<file path="src/shared/adcc_pkg.sv">
// constants and carriers for the single-conversion converter control block
// assumes a 100 MHz system clock and a 32-bit Avalon-MM register slave
package adcc_pkg;
  // ---------------------------------------------------------------
  // clock and timing
  // ---------------------------------------------------------------
  localparam int unsigned CLK_FREQ_MHZ   = 100;
  localparam int unsigned SAMPLE_TIME_NS = 500; // sample-and-hold window
  localparam int unsigned SETTLE_TIME_NS = 40;  // trial dac settle per bit
  // least times round up to whole cycles
  localparam int unsigned SAMPLE_CYCLES =
    (SAMPLE_TIME_NS * CLK_FREQ_MHZ + 999) / 1000;
  localparam int unsigned SETTLE_CYCLES =
    (SETTLE_TIME_NS * CLK_FREQ_MHZ + 999) / 1000;
  localparam int unsigned CNT_W = 8;
  localparam logic [CNT_W-1:0] SAMPLE_LOAD = CNT_W'(SAMPLE_CYCLES - 1);
  localparam logic [CNT_W-1:0] SETTLE_LOAD = CNT_W'(SETTLE_CYCLES - 1);
  // ---------------------------------------------------------------
  // resolution and result layout
  // ---------------------------------------------------------------
  localparam int unsigned RES_W      = 10;
  localparam int unsigned RES8_BITS  = 8;
  localparam int unsigned RESULT_W   = 16;
  localparam int unsigned RESULT_PAD = RESULT_W - RES_W; // six zero bits
  localparam logic [3:0]  BIT_MSB    = 4'(RES_W - 1);
  localparam logic [3:0]  BIT_LSB10  = 4'h0;
  localparam logic [3:0]  BIT_LSB8   = 4'(RES_W - RES8_BITS);
  localparam int unsigned CONV10_CYCLES = SAMPLE_CYCLES + RES_W * SETTLE_CYCLES;
  localparam int unsigned CONV8_CYCLES  = SAMPLE_CYCLES + RES8_BITS * SETTLE_CYCLES;
  // ---------------------------------------------------------------
  // register map (byte addresses)
  // ---------------------------------------------------------------
  localparam int unsigned ADDR_W     = 4;
  localparam logic [3:0]  OFS_MODE0  = 4'h0;
  localparam logic [3:0]  OFS_RESULT = 4'h4;
  localparam logic [3:0]  OFS_STATUS = 4'h8;
  localparam int unsigned CHAN_W     = 3;
  localparam int unsigned MODE_START_BIT = 0;
  localparam int unsigned MODE_RES_BIT   = 1;
  localparam int unsigned MODE_CHAN_LSB  = 2;
  localparam int unsigned STAT_BUSY_BIT  = 0;
  localparam int unsigned STAT_DONE_BIT  = 1;
  localparam logic [CHAN_W-1:0] CHAN_RESET = 3'h0;
  localparam logic [RESULT_W-1:0] RESULT_RESET = 16'h0000;
  // ---------------------------------------------------------------
  // carriers
  // ---------------------------------------------------------------
  typedef struct packed {
    logic [CHAN_W-1:0] chan;
    logic              res8;
    logic              start;
  } adcc_mode_t;
  localparam adcc_mode_t MODE_RESET = '{chan: CHAN_RESET, res8: 1'b0, start: 1'b0};
  typedef struct packed {
    logic             busy;
    logic             done;
    logic [RES_W-1:0] code;
  } adcc_sar_stat_t;
endpackage

</file>
<file path="src/hw/adcc_sync.sv">
// two-stage synchroniser for one level coming from outside the clock domain
// assumes the input is a slowly changing level such as a comparator output
`timescale 1ns/1ps
module adcc_sync (
  input  wire logic sys_clk_i,
  input  wire logic reset_i,
  input  wire logic din_i,
  output logic      dout_o
);
  logic meta;
  logic sync;
  logic next_meta;
  logic next_sync;

  // first stage feeds only the second stage
  always_comb begin
    next_meta = din_i;
    next_sync = meta;
  end

  always_ff @(posedge sys_clk_i) begin
    if (reset_i) begin
      meta <= 1'b0;
      sync <= 1'b0;
    end else begin
      meta <= next_meta;
      sync <= next_sync;
    end
  end

  assign dout_o = sync;
endmodule

</file>
<file path="src/hw/adcc_sar.sv">
// successive-approximation sequencer: sample window, then one trial per bit
// assumes cmp_i is synchronised and high when the held input exceeds trial_o
`timescale 1ns/1ps
module adcc_sar
  import adcc_pkg::*;
(
  input  wire logic       sys_clk_i,
  input  wire logic       reset_i,
  input  wire logic       go_i,
  input  wire logic       abort_i,
  input  wire logic       res8_i,
  input  wire logic       cmp_i,
  output logic [RES_W-1:0] trial_o,
  output logic            sample_o,
  output adcc_sar_stat_t  stat_o
);
  typedef enum logic [1:0] {SAR_IDLE, SAR_SAMPLE, SAR_TRIAL} adcc_sar_state_t;

  adcc_sar_state_t  state, next_state;
  logic [CNT_W-1:0] cnt, next_cnt;
  logic [3:0]       bit_idx, next_bit_idx;
  logic [RES_W-1:0] code, next_code;
  logic             sample, next_sample;
  logic             done, next_done;

  // ---------------------------------------------------------------
  // sequencer
  // ---------------------------------------------------------------
  // settle count must cover the two synchroniser stages on cmp_i
  always_comb begin
    next_state   = state;
    next_cnt     = cnt;
    next_bit_idx = bit_idx;
    next_code    = code;
    next_sample  = sample;
    next_done    = 1'b0;
    case (state)
      SAR_IDLE: begin
        if (go_i) begin
          next_state  = SAR_SAMPLE;
          next_cnt    = SAMPLE_LOAD;
          next_sample = 1'b1;
          next_code   = '0;
        end
      end
      SAR_SAMPLE: begin
        if (cnt == '0) begin
          next_sample        = 1'b0;
          next_state         = SAR_TRIAL;
          next_bit_idx       = BIT_MSB;
          next_code[BIT_MSB] = 1'b1;
          next_cnt           = SETTLE_LOAD;
        end else begin
          next_cnt = cnt - 1'b1;
        end
      end
      SAR_TRIAL: begin
        if (cnt != '0) begin
          next_cnt = cnt - 1'b1;
        end else begin
          if (!cmp_i) begin
            next_code[bit_idx] = 1'b0; // trial too high, drop the bit
          end
          // 8-bit mode stops two bits early, low bits stay zero
          if (bit_idx == (res8_i ? BIT_LSB8 : BIT_LSB10)) begin
            next_state = SAR_IDLE;
            next_done  = 1'b1;
          end else begin
            next_bit_idx               = bit_idx - 4'h1;
            next_code[bit_idx - 4'h1]  = 1'b1;
            next_cnt                   = SETTLE_LOAD;
          end
        end
      end
      default: begin
        next_state = SAR_IDLE;
      end
    endcase
    if (abort_i) begin
      next_state  = SAR_IDLE;
      next_sample = 1'b0;
      next_done   = 1'b0;
    end
  end

  always_ff @(posedge sys_clk_i) begin
    if (reset_i) begin
      state   <= SAR_IDLE;
      cnt     <= '0;
      bit_idx <= 4'h0;
      code    <= '0;
      sample  <= 1'b0;
      done    <= 1'b0;
    end else begin
      state   <= next_state;
      cnt     <= next_cnt;
      bit_idx <= next_bit_idx;
      code    <= next_code;
      sample  <= next_sample;
      done    <= next_done;
    end
  end

  assign trial_o     = code;
  assign sample_o    = sample;
  assign stat_o.busy = (state != SAR_IDLE);
  assign stat_o.done = done;
  assign stat_o.code = code;
endmodule

</file>
<file path="src/hw/adcc_top.sv">
// single-conversion converter control with an Avalon-MM register slave
// assumes an analog front end: channel mux, sample-hold, trial dac, comparator
//
// The Avalon-MM register port and the address map were chosen for this implementation.
`timescale 1ns/1ps
module adcc_top
  import adcc_pkg::*;
(
  input  wire logic              sys_clk_i,
  input  wire logic              reset_i,
  input  wire logic [ADDR_W-1:0] avs_address_i,
  input  wire logic              avs_read_i,
  input  wire logic              avs_write_i,
  input  wire logic [31:0]       avs_writedata_i,
  input  wire logic [3:0]        avs_byteenable_i,
  output logic [31:0]            avs_readdata_o,
  output logic                   avs_waitrequest_o,
  input  wire logic              cmp_i,
  output logic [CHAN_W-1:0]      chan_sel_o,
  output logic                   sample_o,
  output logic [RES_W-1:0]       trial_o,
  output logic                   conv_end_irq_o
);
  // ---------------------------------------------------------------
  // decode helpers
  // ---------------------------------------------------------------
  // a register is hit by any write at its offset with byte lane 0 on
  function automatic logic hit(input logic [ADDR_W-1:0] a,
                               input logic [ADDR_W-1:0] ofs,
                               input logic [3:0]        be);
    hit = (a == ofs) && be[0];
  endfunction

  // ---------------------------------------------------------------
  // state
  // ---------------------------------------------------------------
  adcc_mode_t            mode, next_mode;
  logic [RESULT_W-1:0]   result, next_result;
  logic                  done_flag, next_done_flag;
  logic                  irq, next_irq;
  logic [CHAN_W-1:0]     chan_sel, next_chan_sel;
  logic                  wait_q, next_wait;
  logic [31:0]           rdata, next_rdata;
  logic                  cmp_sync;
  logic                  go;
  logic                  abort;
  logic                  acc;
  logic                  wr_mode;
  logic                  wr_stat;
  logic                  set_start;
  adcc_sar_stat_t        sar_stat;
  logic [RES_W-1:0]      sar_trial;
  logic                  sar_sample;

  // ---------------------------------------------------------------
  // bus handshake
  // ---------------------------------------------------------------
  // waitrequest idles high and drops for one cycle per request;
  // the access completes at the edge that sees it low
  always_comb begin
    next_wait  = !((avs_read_i || avs_write_i) && wait_q);
    next_rdata = 32'h0000_0000;
    if (avs_read_i && wait_q) begin
      case (avs_address_i)
        OFS_MODE0:  next_rdata = {27'h0, mode};
        OFS_RESULT: next_rdata = {16'h0, result};
        OFS_STATUS: next_rdata = {30'h0, done_flag, sar_stat.busy};
        default:    next_rdata = 32'h0000_0000; // unmapped reads zero
      endcase
    end else if (!wait_q) begin
      next_rdata = rdata; // hold through the completing edge
    end
  end

  always_ff @(posedge sys_clk_i) begin
    if (reset_i) begin
      wait_q <= 1'b1;
      rdata  <= 32'h0000_0000;
    end else begin
      wait_q <= next_wait;
      rdata  <= next_rdata;
    end
  end

  // write strobes for this completing edge
  assign acc       = avs_write_i && !wait_q;
  assign wr_mode   = acc && hit(avs_address_i, OFS_MODE0, avs_byteenable_i);
  assign wr_stat   = acc && hit(avs_address_i, OFS_STATUS, avs_byteenable_i);
  assign set_start = wr_mode && avs_writedata_i[MODE_START_BIT];

  // ---------------------------------------------------------------
  // conversion control
  // ---------------------------------------------------------------
  // launch once per start; done blocks relaunch before the clear lands
  assign go    = mode.start && !sar_stat.busy && !sar_stat.done;
  // a write of 0 to the start bit stops a running conversion
  assign abort = wr_mode && !avs_writedata_i[MODE_START_BIT] && mode.start;

  // mode register, result register, sticky done and interrupt pulse
  always_comb begin
    next_mode      = mode;
    next_result    = result;
    next_done_flag = done_flag;
    next_irq       = 1'b0;
    next_chan_sel  = chan_sel;
    if (sar_stat.done) begin
      next_result     = {sar_stat.code, {RESULT_PAD{1'b0}}};
      next_irq        = 1'b1;
      next_mode.start = 1'b0;
      next_done_flag  = 1'b1;
    end
    if (wr_stat && avs_writedata_i[STAT_DONE_BIT] && !sar_stat.done) begin
      next_done_flag = 1'b0; // write one clears, a new end wins
    end
    if (wr_mode) begin
      // channel and resolution are frozen while a conversion runs
      if (!mode.start) begin
        next_mode.chan = avs_writedata_i[MODE_CHAN_LSB +: CHAN_W];
        next_mode.res8 = avs_writedata_i[MODE_RES_BIT];
      end
      if (set_start) begin
        next_mode.start = 1'b1; // set wins over completion
      end else begin
        next_mode.start = 1'b0;
      end
    end
    if (go) begin
      next_chan_sel = mode.chan; // mux held for the whole conversion
    end
  end

  always_ff @(posedge sys_clk_i) begin
    if (reset_i) begin
      mode      <= MODE_RESET;
      result    <= RESULT_RESET;
      done_flag <= 1'b0;
      irq       <= 1'b0;
      chan_sel  <= CHAN_RESET;
    end else begin
      mode      <= next_mode;
      result    <= next_result;
      done_flag <= next_done_flag;
      irq       <= next_irq;
      chan_sel  <= next_chan_sel;
    end
  end

  // ---------------------------------------------------------------
  // converter core
  // ---------------------------------------------------------------
  // comparator comes from the analog side, so it is synchronised first
  adcc_sync u_cmp_sync (
    .sys_clk_i (sys_clk_i),
    .reset_i   (reset_i),
    .din_i     (cmp_i),
    .dout_o    (cmp_sync)
  );

  adcc_sar u_sar (
    .sys_clk_i (sys_clk_i),
    .reset_i   (reset_i),
    .go_i      (go),
    .abort_i   (abort),
    .res8_i    (mode.res8),
    .cmp_i     (cmp_sync),
    .trial_o   (sar_trial),
    .sample_o  (sar_sample),
    .stat_o    (sar_stat)
  );

  // ---------------------------------------------------------------
  // outputs
  // ---------------------------------------------------------------
  assign avs_readdata_o    = rdata;
  assign avs_waitrequest_o = wait_q;
  assign chan_sel_o        = chan_sel;
  assign sample_o          = sar_sample;
  assign trial_o           = sar_trial;
  assign conv_end_irq_o    = irq;

  // busy cycles of the current conversion, cleared on each launch
  logic [15:0] conv_cnt;
  always_ff @(posedge sys_clk_i) begin
    if (reset_i || go) begin
      conv_cnt <= 16'h0000;
    end else if (sar_stat.busy) begin
      conv_cnt <= conv_cnt + 16'h0001;
    end
  end
endmodule

</file>
<file path="config.mk">
export PLATFORM = sky130hd
export DESIGN_NAME = adcc_top
export DESIGN_NICKNAME = d
export VERILOG_FILES = /design/src/shared/adcc_pkg.sv /design/src/hw/adcc_sync.sv /design/src/hw/adcc_sar.sv /design/src/hw/adcc_top.sv
export SDC_FILE = /design/constraint.sdc
export NUM_CORES = 1
export LEC_CHECK = 0
export BUFFER_PORTS_ARGS = -buffer_cell sky130_fd_sc_hd__buf_2
export CAP_MARGIN = 10
export CORE_MARGIN = 3
export CORE_UTILIZATION = 48
export CTS_CLUSTER_DIAMETER = 40
export DETAILED_ROUTE_END_ITERATION = 8
export PLACE_DENSITY = 0.74
export SYNTH_ARGS = -nofsm -noshare
export SYNTH_HDL_FRONTEND = slang
export SYNTH_SLANG_ARGS = --single-unit
</file>
<file path="constraint.sdc">
create_clock -name sys_clk_i -period 1.9 [get_ports sys_clk_i]
set_clock_uncertainty 0.1 [all_clocks]
set_input_delay 0.285 -clock sys_clk_i [delete_from_list [all_inputs] [get_ports sys_clk_i]]
set_output_delay 0.285 -clock sys_clk_i [all_outputs]
set_load 0.02 [all_outputs]
</file>
* Word level (Yosys, flattened, before mapping)
Cells that the tools add are included.
Widths: inputs -> output; s select.
** Word-level totals
- Flip-flop bits (word level) :: 81
- Latch bits :: 0
- Memory bits (writable) :: 0
- Memory bits (read-only) :: 0
- Output and inout bits :: 48
- Logic and storage cells :: 122
- Memories kept :: 0
** Cells by class
- Add/subtract/negate cells :: 2
- Multipliers :: 0
- Divide/modulo/power cells :: 0
- Order comparisons :: 4
- Equality and inequality tests :: 11
- Shift-type cells :: 0
- Mux-type cells :: 39
- Bitwise gates (word level) :: 5
- Reduce and logical (&&, ||, !) cells :: 43
** Operator list (count)
- $mux 32 :: 2
- $mux 10 :: 6
- $pmux 16 s3 :: 1
- $mux 8 :: 4
- $pmux 8 s3 :: 1
- $pmux 9 s2 :: 1
- $logic_and 1x1->1 :: 16
- $mux 4 :: 3
- $reduce_and 4->1 :: 3
- $reduce_bool 2->1 :: 6
- $and 10x10->10 :: 1
- $lt 4x5->1 const B :: 2
- $mux 1 :: 10
- $mux 2 :: 5
- $not 10->10 :: 1
- $or 10x10->10 :: 1
- $reduce_and 3->1 :: 3
- $demux 1 s4 :: 2
- $ge 4x1->1 const B :: 2
- $logic_not 8->1 :: 1
- $pmux 4 s2 :: 1
- $reduce_bool 8->1 :: 1
- $sub 8x1->8 const B :: 1
- $ne 2x2->1 const B :: 3
- other kinds (20) :: 27

* Longest topological paths before layout
- Depth in word-level cells :: 13
- Mapped depth :: 8

* By module
A second synthesis with hierarchy kept.
** Unflattened totals
- Cell total of the unflattened synthesis :: 380
- Area total of the unflattened synthesis :: 3338.2 um^2
** By module, submodules not included
- adcc_sar :: times used 1, cells each 215, area an instance 1757.9 um^2, sequential area each 520.5 um^2
- adcc_top :: times used 1, cells each 161, area an instance 1527.7 um^2, sequential area each 720.7 um^2
- adcc_sync :: times used 1, cells each 4, area an instance 52.6 um^2, sequential area each 40.0 um^2

* Worst setup path after synthesis
OpenSTA, ideal clock, no wires.
- Path kind :: register -> register
- From :: register u_sar.bit_idx[1]
- To :: register u_sar.code[2], in the netlist u_sar.trial_o[2]
- Arrival time :: 1.839 ns
- Required time :: 1.730 ns
- Setup slack :: -0.110 ns
- Cell stages (with the launch flop) :: 8
- Clock period less this slack :: 2.010 ns
- Path through :: dfxtp_1 -> clkbuf_1 -> inv_1 -> ha_1 -> clkbuf_1 -> o41ai_1 -> nand4_1 -> a21oi_1
** On the way
- Word-level cells in the longest chain between the ends :: 13
- Elaborated cells on any way between the ends :: 21
- Classes of those cells :: add/sub: 1; order compare: 4; eq/ne: 1; mux: 10; bitwise: 3; reduce/logical: 2
** Ends and longest elaborated chain
- from (decl) :: line adcc_sar.sv:21 : logic [3:0] bit_idx, next_bit_idx;
- from (signal assigned) :: line adcc_sar.sv:97 : bit_idx <= next_bit_idx;
- $lt 4x5->1 (not written as such) / $ge 4x1->1 (equally long branches) :: line adcc_sar.sv:62 : next_code[bit_idx] = 1'b0;
- $logic_and 1x1->1 (not written as such) :: line adcc_sar.sv:62
- $mux 1 (not written as such) :: line adcc_sar.sv:62
- $demux 1 s4
- $not 10->10 (no source line)
- $and 10x10->10 (no source line)
- $mux 10 :: line adcc_sar.sv:61 : if (!cmp_i) begin
- $mux 10 :: line adcc_sar.sv:58 : if (cnt != '0) begin
- $mux 10 :: line adcc_sar.sv:37 : case (state)
- $or 10x10->10 (no source line)
- $mux 10 (*) :: line adcc_sar.sv:65 : if (bit_idx == (res8_i ? BIT_LSB8 : BIT_LSB10)) begin
- $mux 10 (*) :: line adcc_sar.sv:58
- $pmux 9 s2 (*) :: line adcc_sar.sv:37
- to (signal assigned) :: line adcc_sar.sv:98 : code <= next_code;
- to (decl) :: line adcc_sar.sv:22 : logic [RES_W-1:0] code, next_code;
Every way passes the cells marked *; elsewhere a longest branch is shown, timed or not. The select of a mux whose other input is x is not followed.
A chain may end at the register's enable or synchronous reset.

* Worst setup path after layout
- From :: register u_sar.cnt[5]
- To :: register u_sar.code[4], in the netlist u_sar.trial_o[4]
** On the way
- Word-level cells in the longest chain between the ends :: 3
** Ends and longest elaborated chain
- from (decl) :: line adcc_sar.sv:20 : logic [CNT_W-1:0] cnt, next_cnt;
- from (signal assigned) :: line adcc_sar.sv:96 : cnt <= next_cnt;
- $reduce_bool 8->1 :: line adcc_sar.sv:58
- $ne 2x2->1 (no source line)
- $reduce_and 3->1 (no source line)
No other way between the ends.

==> key figures <==
Routing
  • Drt initial violations: ~130
  • Top Layer Used: met4
  • DR WL/cell: roughly 15 um
  • Vias: between 3000 and 4000
  • Via/cell ratio: 5.512
  • Final WL: between 8000 and 9000 um
  • DRC: 0
  • Post-route ant nets: 0
  • Length of routed met3 wiring: slightly above 500 um
  • Routed length on met1: 3936 um
  • DR WL met2: approximately 4400 um
  • Drt first pass iters: 5

Clock tree
  • Root Driver: clkbuf_8
  • Worst skew pair latency: 0.34 ns
  • Clock Path Buffers: 2
  • CTS tree: built
  • TritonCTS Buffers: 9
  • Clock net sink count: 64
  • H-tree depth: 3
  • Reg clk slew, reported paths: about 0.07 ns

Power and ir drop
  • Maximum vdd drop: 623.7 uV
  • Power density over cell area: ~900 mW/mm^2
  • Leakage power: 1.814 nW

STA
  • RSZ-0062 raised after global routing: true
  • Final setup vio count: 1
  • Post-layout min period: 1.904 ns
  • Final WS setup: -0.004215 ns
  • F_max: about 0.53 GHz
  • Max Slew Vio Count: 0
  • Final period util: 100.2%
  • Final hold vios: 0
  • Rel. slew slack: between 60 and 70%
  • Slew @ Worst Pin: ~0.52 ns

GRT
  • First-pass GRT wire length: roughly 15000 um
  • Total grt overflow: 0
  • Total track usage: between 20% and 30%
  • Initial antenna violation count: 0
  • Largest net degree at the start of global routing: 33
  • Vias in the first global route: between 3000 and 4000

Logic synthesis
  • Post-synthesis sequential area ratio: about 37%
  • Largest family of logic cells by synthesized area: simple AND/OR/NAND/NOR gates
  • Primary FF master, synth: dfxtp_1
  • Synth Area in Adders: roughly 4.3%
  • Largest cells by area after synthesis: dfxtp_1 37%, mux2i_1 5.5%, nor2_1 4.7%, a21oi_1 4.6%, ha_1 4.3%
  • Post-synth EDFFs: 0
  • Syn. warnings: 0
  • Synth Area per Inst: 8.592 sq um
  • Post-synthesis mux area share: between 5 and 6%
  • Count leader, synth: dfxtp_1
  • Count of different cell masters after synthesis: between 60 and 70
  • Post-Synth XOR/XNOR Area: 0.5034%
  • Yosys top cell area share: 36.82%
  • Simple-gate share of the synthesized area: a little under a quarter
  • Cell taking the most area after synthesis: dfxtp_1
  • Register bit total from synthesis: 64
  • Synth Area in Compound Gates: around 21%
  • Cell area after synthesis: about 0.0035 sq mm
  • Post-synth top cells: 64 x dfxtp_1, 44 x nor2_1, 32 x a21oi_1
  • Syn Inst Count: around 410
  • Synth async-reset ratio: 0%

Floorplanning
  • Die width: between 90 and 100 um
  • Cell row count: 30
  • Die ar.: ~0.0083 sq mm
  • CORE AREA: a little under 0.007 sq mm
  • I/O Pins: slightly above 90
  • Starting Density: ~50%
  • Die height: approximately 91 um

Final layout
  • Share of cells above drive strength 1: about 33%
  • Post-Layout Inst Area: 0.004557 sq mm
  • Fill cells: about 580
  • Final Util: between 60% and 70%
  • Layout area overhead: 30.96%
  • Final net count: between 500 and 600
  • Post-route insts no fill: a little under 600
  • Antenna cells: 0

Worst setup path
  • Worst Path Buf+Inv: 2
  • Worst Setup Start Kind: flop
  • Worst path cell trace: or4_4, buf_8, a2111oi_4, buf_4, a31o_1, a21oi_1
  • Slowest CP cell: or4_4
  • Critical path depth: 6
  • Max FO, Critical Path: 7
  • Crit-path leading delay family: simple AND/OR/NAND/NOR gates
  • Crit path capture type: flop
  • CP required: around 2.0 ns
  • Critical path class: reg -> reg
  • Max stage delay on crit path: approximately 0.53 ns
  • Worst R2R Path Depth: 6
  • Critical path arrival: around 2.0 ns

Placed design
  • Post-Place Cells: about 570
  • PortBufs: 45
  • Post-DP HPWL: between 6000 and 7000 um
  • GPL Wtd Cong: around 0.95
  • Post-DP Area: approximately 0.004 sq mm
  • Post-place setup slack: -0.1470 ns

Flow run
  • Max cap viols: 0

Worst hold path
  • Hold crit path type: in -> reg
  • Hold path cells: 2

Run status
  • Violated checks: negative setup slack
  • Status: complete, but fails checks
==> state kept, by name, indices dropped and copies added (netlist names) <==
name	flops
u_sar.trial_o	10
mode	5
u_sar.cnt	8
u_cmp_sync.meta	1
conv_end_irq_o	1
avs_readdata_o	15
u_sar.done	1
done_flag	1
u_sar.bit_idx	4
avs_waitrequest_o	1
u_sar.state	2
u_cmp_sync.dout_o	1
u_sar.sample_o	1
result	10
chan_sel_o	3
==> logic make-up (layout without fill, tap and decap cells) <==
logic type / Yosys count / count (layout)
AND/OR/NAND/NOR: 148 / 148
AO/OA/AOI/OAI: 104 / 104
flip-flops: 64 / 64
buffers and inverters: 54 / 129
multiplexers: 20 / 20
adder cells (fa/ha/maj): 12 / 12
XOR/XNOR: 2 / 2
other: 1 / 17
==> final cells by class <==
type | count | area, sq um | area share (%)
multi-input combinational | 303 | 2178 | 47.80
clock inverter | 5 | 128.9 | 2.828
sequential | 64 | 1289 | 28.28
clock buffer | 11 | 131.4 | 2.883
timing repair buffer | 101 | 664.4 | 14.58
inverter | 12 | 45.04 | 0.9885
tap | 96 | 120.1 | 2.636
==> per-layer routing <==
layer / track usage, % / vias up
met5: 0 / -
met4: 5.779 / 0
met3: 5.551 / 8
met2: 36.17 / 117
met1: 27.18 / 1534
li1: - / 1604
==> per-stage QoR <==
step	TNS [ns]	total power, mW	hold slack, ns
2_1_floorplan	0	2.033	0.3009
3_3_place_gp	-0.5154	2.301	0.3165
3_5_place_dp	-1.203	2.320	0.3381
4_1_cts	0	3.869	0.05317
5_1_grt	-0.4680	4.173	0.05030
6_report	-0.004215	3.995	0.06043
==> worst reg2reg max path: cells and delay by family (launching register included) <==
kind                   cells  cell delay (ns)
AO/OA/AOI/OAI              3             0.46
AND/OR/NAND/NOR            1             0.53
flip-flops                 1             0.32
buffers and inverters      2             0.38
==> final timing paths <==
kind | slack, ns | start | endpoint
max | -0.004 | u_sar.cnt[5] | u_sar.trial_o[4]
min | 0.06 | cmp_i | u_cmp_sync.meta
max reg2reg | -0.004 | u_sar.cnt[5] | u_sar.trial_o[4]
min reg2reg | 0.34 | u_cmp_sync.meta | u_cmp_sync.dout_o
==> power breakdown <==
part	internal, mW	switching, mW
combinational	0.461	0.588
sequential	1.38	0.0293
clock	1.01	0.530
total	2.85	1.15
==> placed cells by master (no fill, tap or decap), drive strengths merged, types with 3 or more instances in the layout <==
cell type and n:
buf 101, dfxtp 64, nor2 44, a21oi 32, nor2b 24, mux2i 19, nand2 17, conb 17
o21ai 16, inv 12, ha 12, clkbuf 11, nor3 9, nand2b 8, a211oi 8, a31o 8
nand4 7, nand3 6, nand3b 5, or4 5, nor4 5, o211ai 4, o21a 4, a21o 4
bufinv 4, o32ai 4, or3 3, a31oi 3, o31ai 3, nor4bb 3
==> timing repair <==
| item | CTS | global route |
|---|---|---|
| resized for setup | 7 | 40 |
| endpoints found under the setup margin | 21 | 24 |
| pin swaps | 1 | 10 |
| hold buffers | 0 | 0 |
| buffers inserted | 0 | 4 |
| cloned | 0 | 1 |
Power figures use the tool's default switching activity.
